**src/card_spi_pkg.sv**
```systemverilog
package card_spi_pkg;
  localparam int BYTE_W = 8;
  localparam int WORD_W = BYTE_W + 1;
  localparam int FIFO_DEPTH = 16;
  localparam int LAST_BIT = BYTE_W;
  localparam logic [2:0] FINAL_BIT_INDEX = 3'h7;
  localparam logic [2:0] FIRST_BIT_INDEX = 3'h0;
  localparam logic SELECT_IDLE = 1'b1;
  localparam logic CLOCK_IDLE = 1'b0;

  typedef enum logic [1:0] {
    st_idle = 2'b00,
    st_wait_byte = 2'b01,
    st_shift = 2'b11,
    st_finish = 2'b10
  } link_state_t;
endpackage

```
**src/byte_stream_if.sv**
```systemverilog
`timescale 1ns/1ns
interface byte_stream_if #(parameter int WIDTH = 9);
  logic valid;
  logic ready;
  logic [WIDTH-1:0] data;

  modport source (output valid, output data, input ready);
  modport sink (input valid, input data, output ready);
endinterface

```
**src/stream_fifo.sv**
```systemverilog
`timescale 1ns/1ns
module stream_fifo #(
  parameter int WIDTH = 9,
  parameter int DEPTH = 16
)
(
  // Clock and reset
  input wire logic clk_i,
  input wire logic reset_n_i,
  // Filling side
  byte_stream_if.sink fill,
  // Draining side
  byte_stream_if.source drain
);
  localparam int AW = $clog2(DEPTH);

  logic [WIDTH-1:0] mem [DEPTH];
  logic [AW-1:0] wr_ptr;
  logic [AW-1:0] rd_ptr;
  logic [AW:0] count;
  logic full;

  wire push = fill.valid & ~full;
  wire pop = drain.ready & (count != '0);
  wire [AW:0] next_count = count + {{AW{1'b0}}, push} - {{AW{1'b0}}, pop};

  // Ready comes from a registered full flag; the top registers it once more before tx_ready_o.
  assign fill.ready = ~full;
  assign drain.valid = (count != '0);
  assign drain.data = mem[rd_ptr];

  always_ff @(posedge clk_i)
  begin
    if (push)
    begin
      mem[wr_ptr] <= fill.data;
    end
  end

  always_ff @(posedge clk_i or negedge reset_n_i)
  begin
    if (!reset_n_i)
    begin
      wr_ptr <= '0;
      rd_ptr <= '0;
      count <= '0;
      full <= 1'b0;
    end
    else
    begin
      wr_ptr <= push ? AW'(wr_ptr + 1'b1) : wr_ptr;
      rd_ptr <= pop ? AW'(rd_ptr + 1'b1) : rd_ptr;
      count <= next_count;
      full <= (next_count == (AW+1)'(DEPTH));
    end
  end
endmodule

```
**src/memory_card_spi_host.sv**
```systemverilog
`timescale 1ns/1ns
module memory_card_spi_host
(
  // Clock and reset
  input wire logic clk_i,
  input wire logic reset_n_i,
  // Link clock sources, both from outside this domain
  input wire logic fast_source_clock_i,
  input wire logic slow_source_clock_i,
  // Control
  input wire logic enable_i,
  input wire logic init_active_i,
  // Transmit stream: bit 8 marks the last byte of a sequence
  input wire logic tx_valid_i,
  input wire logic [card_spi_pkg::WORD_W-1:0] tx_data_i,
  output logic tx_ready_o,
  // Receive stream
  output logic rx_valid_o,
  output logic [card_spi_pkg::BYTE_W-1:0] rx_data_o,
  // Card pins
  output logic card_select_n_o,
  output logic card_serial_clock_o,
  output logic card_data_in_o,
  input wire logic card_data_out_i,
  input wire logic card_detect_n_i,
  input wire logic write_protect_n_i,
  // Status
  output logic busy_o,
  output logic card_present_o,
  output logic write_protected_o
);
  import card_spi_pkg::*;

  // ----------------------------------------------------------------
  // Input synchronisers
  // ----------------------------------------------------------------
  // Bit order: fast clock, slow clock, card data, detect, write protect.
  localparam int NSYNC = 5;
  wire [NSYNC-1:0] raw_in = {write_protect_n_i, card_detect_n_i, card_data_out_i,
                             slow_source_clock_i, fast_source_clock_i};
  logic [NSYNC-1:0] sync_a;
  logic [NSYNC-1:0] sync_b;

  genvar gi;
  generate
    for (gi = 0; gi < NSYNC; gi++)
    begin : g_sync
      always_ff @(posedge clk_i or negedge reset_n_i)
      begin
        if (!reset_n_i)
        begin
          sync_a[gi] <= 1'b1;
          sync_b[gi] <= 1'b1;
        end
        else
        begin
          sync_a[gi] <= raw_in[gi];
          sync_b[gi] <= sync_a[gi];
        end
      end
    end
  endgenerate

  wire fast_s = sync_b[0];
  wire slow_s = sync_b[1];
  wire miso_s = sync_b[2];
  wire detect_n_s = sync_b[3];
  wire protect_n_s = sync_b[4];

  // ----------------------------------------------------------------
  // Bit tick from the selected source
  // ----------------------------------------------------------------
  // Changing init_active_i mid-byte may stretch or shorten one half period;
  // callers switch sources only while the link is idle.
  wire source_sel = init_active_i ? slow_s : fast_s;
  logic source_prev;
  wire tick = source_sel & ~source_prev;

  // ----------------------------------------------------------------
  // Transmit FIFO
  // ----------------------------------------------------------------
  byte_stream_if #(.WIDTH(WORD_W)) fill_bus ();
  byte_stream_if #(.WIDTH(WORD_W)) drain_bus ();

  assign fill_bus.valid = tx_valid_i;
  assign fill_bus.data = tx_data_i;

  stream_fifo #(.WIDTH(WORD_W), .DEPTH(FIFO_DEPTH)) u_tx_fifo (
    .clk_i(clk_i),
    .reset_n_i(reset_n_i),
    .fill(fill_bus.sink),
    .drain(drain_bus.source)
  );

  // ----------------------------------------------------------------
  // Serial engine
  // ----------------------------------------------------------------
  link_state_t state;
  link_state_t next_state;
  logic [BYTE_W-1:0] tx_shift;
  logic [BYTE_W-1:0] rx_shift;
  logic [2:0] bit_index;
  logic last_byte;
  logic lead;

  wire byte_ready = drain_bus.valid;
  wire rise_tick = (state == st_shift) & tick & ~card_serial_clock_o & ~lead;
  wire fall_tick = (state == st_shift) & tick & card_serial_clock_o;
  wire byte_end = fall_tick & (bit_index == FINAL_BIT_INDEX);
  wire chain_next = byte_end & ~last_byte & enable_i & byte_ready;
  wire start_new = (state == st_idle) & enable_i & byte_ready;
  wire resume = (state == st_wait_byte) & enable_i & byte_ready;
  wire load_byte = start_new | resume | chain_next;
  wire [BYTE_W-1:0] load_data = drain_bus.data[BYTE_W-1:0];

  assign drain_bus.ready = load_byte;

  // A new sequence lets one tick pass before its first rising edge. The card's
  // first bit then has time to cross the data synchroniser and is not missed.
  always_ff @(posedge clk_i or negedge reset_n_i)
  begin
    if (!reset_n_i)
    begin
      lead <= 1'b0;
    end
    else
    begin
      lead <= start_new | (lead & ~tick);
    end
  end

  always_comb
  begin
    next_state = state;
    case (state)
      st_idle:
        next_state = start_new ? st_shift : st_idle;
      st_wait_byte:
        if (resume)
          next_state = st_shift;
        else if (!enable_i)
          next_state = st_finish;
        else
          next_state = st_wait_byte;
      st_shift:
        if (byte_end)
        begin
          // A byte that started always ends before disable takes effect.
          if (last_byte || !enable_i)
            next_state = st_finish;
          else if (byte_ready)
            next_state = st_shift;
          else
            next_state = st_wait_byte;
        end
      st_finish:
        next_state = tick ? st_idle : st_finish;
      default:
        next_state = st_idle;
    endcase
  end

  always_ff @(posedge clk_i or negedge reset_n_i)
  begin
    if (!reset_n_i)
    begin
      state <= st_idle;
      source_prev <= 1'b1;
      tx_shift <= '0;
      rx_shift <= '0;
      bit_index <= FIRST_BIT_INDEX;
      last_byte <= 1'b0;
      rx_valid_o <= 1'b0;
      rx_data_o <= '0;
      card_select_n_o <= SELECT_IDLE;
      card_serial_clock_o <= CLOCK_IDLE;
      card_data_in_o <= 1'b1;
      busy_o <= 1'b0;
      tx_ready_o <= 1'b0;
      card_present_o <= 1'b0;
      write_protected_o <= 1'b0;
    end
    else
    begin
      state <= next_state;
      source_prev <= source_sel;
      tx_ready_o <= ~fill_bus.ready ? 1'b0 : 1'b1;
      card_present_o <= ~detect_n_s;
      write_protected_o <= ~protect_n_s;
      busy_o <= (next_state != st_idle);
      rx_valid_o <= byte_end;
      if (byte_end)
      begin
        rx_data_o <= rx_shift;
      end
      // Only one data line each way: the single-line serial data mode.
      if (load_byte)
      begin
        tx_shift <= {load_data[BYTE_W-2:0], 1'b0};
        card_data_in_o <= load_data[BYTE_W-1];
        last_byte <= drain_bus.data[LAST_BIT];
        bit_index <= FIRST_BIT_INDEX;
      end
      if (start_new)
      begin
        card_select_n_o <= 1'b0;
      end
      if ((state == st_finish) && tick)
      begin
        card_select_n_o <= SELECT_IDLE;
      end
      // The clock toggles on every tick, so it runs at half the source rate.
      if (rise_tick)
      begin
        card_serial_clock_o <= 1'b1;
        rx_shift <= {rx_shift[BYTE_W-2:0], miso_s};
      end
      if (fall_tick)
      begin
        card_serial_clock_o <= CLOCK_IDLE;
        if (!byte_end)
        begin
          bit_index <= bit_index + 3'h1;
          card_data_in_o <= tx_shift[BYTE_W-1];
          tx_shift <= {tx_shift[BYTE_W-2:0], 1'b0};
        end
      end
    end
  end
endmodule

```
**config.mk**
```make
export PLATFORM = sky130hd
export DESIGN_NAME = memory_card_spi_host
export DESIGN_NICKNAME = d
export VERILOG_FILES = /design/src/card_spi_pkg.sv /design/src/byte_stream_if.sv /design/src/stream_fifo.sv /design/src/memory_card_spi_host.sv
export SDC_FILE = /design/constraint.sdc
export NUM_CORES = 1
export LEC_CHECK = 0
export BUFFER_PORTS_ARGS = -buffer_cell sky130_fd_sc_hd__buf_4
export CAP_MARGIN = 20
export CELL_PAD_IN_SITES_DETAIL_PLACEMENT = 0
export CELL_PAD_IN_SITES_GLOBAL_PLACEMENT = 1
export CORE_ASPECT_RATIO = 0.5
export CORE_MARGIN = 2
export CORE_UTILIZATION = 50
export CTS_BUF_LIST = sky130_fd_sc_hd__clkbuf_8
export CTS_CLUSTER_SIZE = 28
export DETAILED_ROUTE_END_ITERATION = 8
export PLACE_DENSITY_LB_ADDON = 0.12
export REMOVE_ABC_BUFFERS = 1
export SKIP_LAST_GASP = 1
export SLEW_MARGIN = 0
export SYNTH_ARGS = -nofsm -noshare
export SYNTH_HDL_FRONTEND = slang
export SYNTH_SLANG_ARGS = --single-unit
```
**constraint.sdc**
```tcl
create_clock -name clk_i -period 3 [get_ports clk_i]
set_clock_uncertainty 0.1 [all_clocks]
set_input_delay 0.15 -clock clk_i [delete_from_list [all_inputs] [get_ports clk_i]]
set_output_delay 0.15 -clock clk_i [all_outputs]
set_load 0.02 [all_outputs]
```
==> impl_metrics.csv <==
group,metric,value,unit
sta,drv_slew,0,
place,gp_congestion,0.748,
critical_path,worstPathArrival,3.25,ns
cells_and_area,mostFrequentLayoutCells,"edfxtp_1, buf_4, dfrtp_1, clkbuf_8, nand2_1",
critical_path,r2r_cells,13,
critical_path,cp_data_required_time,3.35,ns
synth,synthArstFlopShare,30.8,%
sta,tightest_slew,0.806,ns
synth,synth_edf_count,144,
place,dp_hpwl,9.03,mm
floorplan,dieArea,17400,um^2
cells_and_area,stdcell_count,791,
detailed_routing,via_per_inst,5.23,
floorplan,ios,35,
cells_and_area,final_core_util,62.1,%
synth,ys.flop_type,"edfxtp_1",
sta,hold_viol_final,0,
critical_path,crit_type,"reg -> reg",
hold_path,min_path_type,"in -> async",
pwr,peakVddDrop,0.364,mV
cells_and_area,final_area,9720,um^2
detailed_routing,routed_wl,15.2,mm
critical_path,cpMaxStageDelayCell,"dfstp_2",
sta,max-slew-margin-rel,46.3,%
detailed_routing,dr_total_vias,4135,
cells_and_area,layout.nets,580,
synth,avgSynthCellArea,17.9,um^2
detailed_routing,route.detailed.wl_per_inst,19.2,um
cells_and_area,drive_above_1_share,33.7,%
floorplan,initial_core_util,52.0,%
run,cap_violations,0,
clock_network,clkTransAtPathRegs,0.07,ns
critical_path,cp_max_fo,2,
clock_network,clock_latency,0.56,ns
status,status,"complete, no violations",
critical_path,startpoint,"fast_s",
clock_network,h-tree-depth,1,
synth,synth_cell_types,48,
pwr,powerDensity,907,nW/um^2
grt,antenna_found_initial,0,
critical_path,cpPeakStageDelay,0.53,ns
clock_network,cts_tree,"built",
critical_path,cp-start-kind,"flip-flop",
synth,synth_top_area_share,53.1,%
sta,setup_violations,0,
sta,setup_tns,0,ns
clock_network,cts_root_buf,"clkbuf_8",
cells_and_area,final_common_cell,"edfxtp_1",
detailed_routing,first_pass_iters,4,
synth,syn_area,8150,um^2
place,port-buffer-count,34,
critical_path,crit_path_end_kind,"flip-flop",
sta,rsz0062_at_grt,"true",
floorplan,die_y,94.3,um
place,dpl_cell_area,8760,um^2
detailed_routing,drcViolationCount,0,
critical_path,critPathCapture,"u_tx_fifo.full",
clock_network,numCtsBuffers,29,
synth,ys_top_cells_by_area,"edfxtp_1, dfrtp_1, mux4_2, dfstp_2, mux2_2",
cells_and_area,syn2layout_area_growth,19.3,%
grt,grt_pass1_wl,24.0,mm
cells_and_area,n_antenna_cell,0,
synth,synth_cells,455,
floorplan,rows,32,
grt,overflow,0,
grt,track_usage,18.8,%
detailed_routing,drt_iter0_drc,224,
synth,ys_warn_count,0,
grt,grt_max_degree,65,
floorplan,die_x,185,um
sta,final.min_clock_period,2.90,ns
grt,grt_pass1_vias,4223,
synth,yosys.area.top_type,"edfxtp_1",
critical_path,cp_common_cell,"ha_4",
clock_network,clock-sinks,208,
critical_path,r2r_end,"u_tx_fifo.full",
place,dpl.cell_count,711,
sta,fmax,0.345,GHz
synth,yosys_register_bits,208,
critical_path,r2r-start,"fast_s",
pwr,leakage,3.67,nW
detailed_routing,ant_nets,0,
sta,finalCritPeriodShare,96.6,%
floorplan,core,15700,um^2
synth,yosysSeqAreaShare,72.9,%
clock_network,cts_max_path_buffers,3,
critical_path,cp_cell_sequence,"mux2i_2 > or3_4 > o41a_4 > clkinv_4 > ha_4 > inv_2 > ha_4 > fa_2 > a21oi_2 > o21bai_1 > xnor2_1 > nand2b_1 > nor4_2",
critical_path,r2r_setup_slack,0.10,ns
pwr,power.total,0.00882,W
## timing repair
action,CTS,global route
endpoints found under the setup margin,1,2
gates resized for setup,15,1
hold endpoints to repair,207,0
gates cloned,0,0
hold buffers,18,0
pin swaps,8,4
buffers inserted,6,2
## power breakdown
part	internal, W	total (W)	switching (W)
combinational	0.00134	0.00268	0.00135
clock	0.00126	0.00232	0.00106
sequential	0.00356	0.00382	0.000253
total	0.00616	0.00882	0.00266
## worst max-delay path: cells and delay by family (launching register included)
family / cells / cell delay (ns)
XOR/XNOR: 1 / 0.21
flip-flops: 1 / 0.53
adder cells (fa/ha/maj): 3 / 0.61
AND/OR/NAND/NOR: 3 / 0.56
multiplexers: 1 / 0.07
buffers and inverters: 2 / 0.10
AO/OA/AOI/OAI: 3 / 0.62
## routing by layer
metal	part of all wire [%]	track usage (%)	up-vias
met4	1.6	4.60	0
met3	6.7	3.37	22
li1	-	-	1922
met5	0	0	-
met2	44	29.3	113
met1	47	27.8	2078
## cells by family after synthesis
group | Yosys count | synth area share, %
fa+ha+maj | 14 | 2.24
xor+xnor | 10 | 1.08
mux | 53 | 12.3
flops | 208 | 72.9
simple gates | 91 | 5.61
buf+inv | 33 | 1.90
compound gates | 46 | 3.93
## worst min path at each step
stage	start	endpoint	slack, ns	depth (start not counted)
after global routing	card_data_out_i	sync_a[2]	0.15	2
after global placement	card_data_out_i	sync_a[2]	0.16	1
after floorplan	reset_n_i	bit_index[0]	-0.25	0
after CTS	card_data_out_i	sync_a[2]	0.13	2
final	reset_n_i	u_tx_fifo.wr_ptr[3]	0.14	2
after detailed placement	slow_source_clock_i	sync_a[1]	0.16	1
## stage by stage
| step | worst slack, ns | hold WS, ns |
|---|---|---|
| 6_report | 0.102 | 0.142 |
| 5_1_grt | -0.0944 | 0.155 |
| 4_1_cts | -0.0323 | 0.125 |
| 3_5_place_dp | -0.263 | 0.159 |
| 3_3_place_gp | -0.0862 | 0.158 |
| 2_1_floorplan | -0.147 | -0.246 |
## synth_stat cells, types with 2 or more instances
cell and n:
nand2b_1 2, nand4_1 2, and3_1 3, mux2_2 16, nor2b_1 4, buf_2 9, clkbuf_1 6, inv_1 14
a21oi_1 2, nand2_1 38, mux4_2 36, xor2_1 3, o21ai_0 9, ha_1 13, a31oi_1 8, nor2_1 12
xnor2_1 7, and2_1 17, dfstp_2 13, nand3_1 3, a22oi_1 18, dfrtp_1 51, edfxtp_1 144
## layout make-up
class,instances,area [um^2]
inverter,15,61.3
clock buffer,39,537
fill,1162,5930
clock inverter,15,100
tap,221,277
multi-input combinational,214,2130
timing repair buffer,79,676
sequential,208,5940
## registers in the layout, indices dropped and copies added (netlist names), 2 cells and up
signal and flops:
u_tx_fifo.count 5, sync_a 5, u_tx_fifo.mem 144, u_tx_fifo.wr_ptr 4
u_tx_fifo.rd_ptr 4, state 2, bit_index 3, rx_data_o 8
tx_shift 8, rx_shift 8
Note: power is estimated with default switching activity, not from simulation.
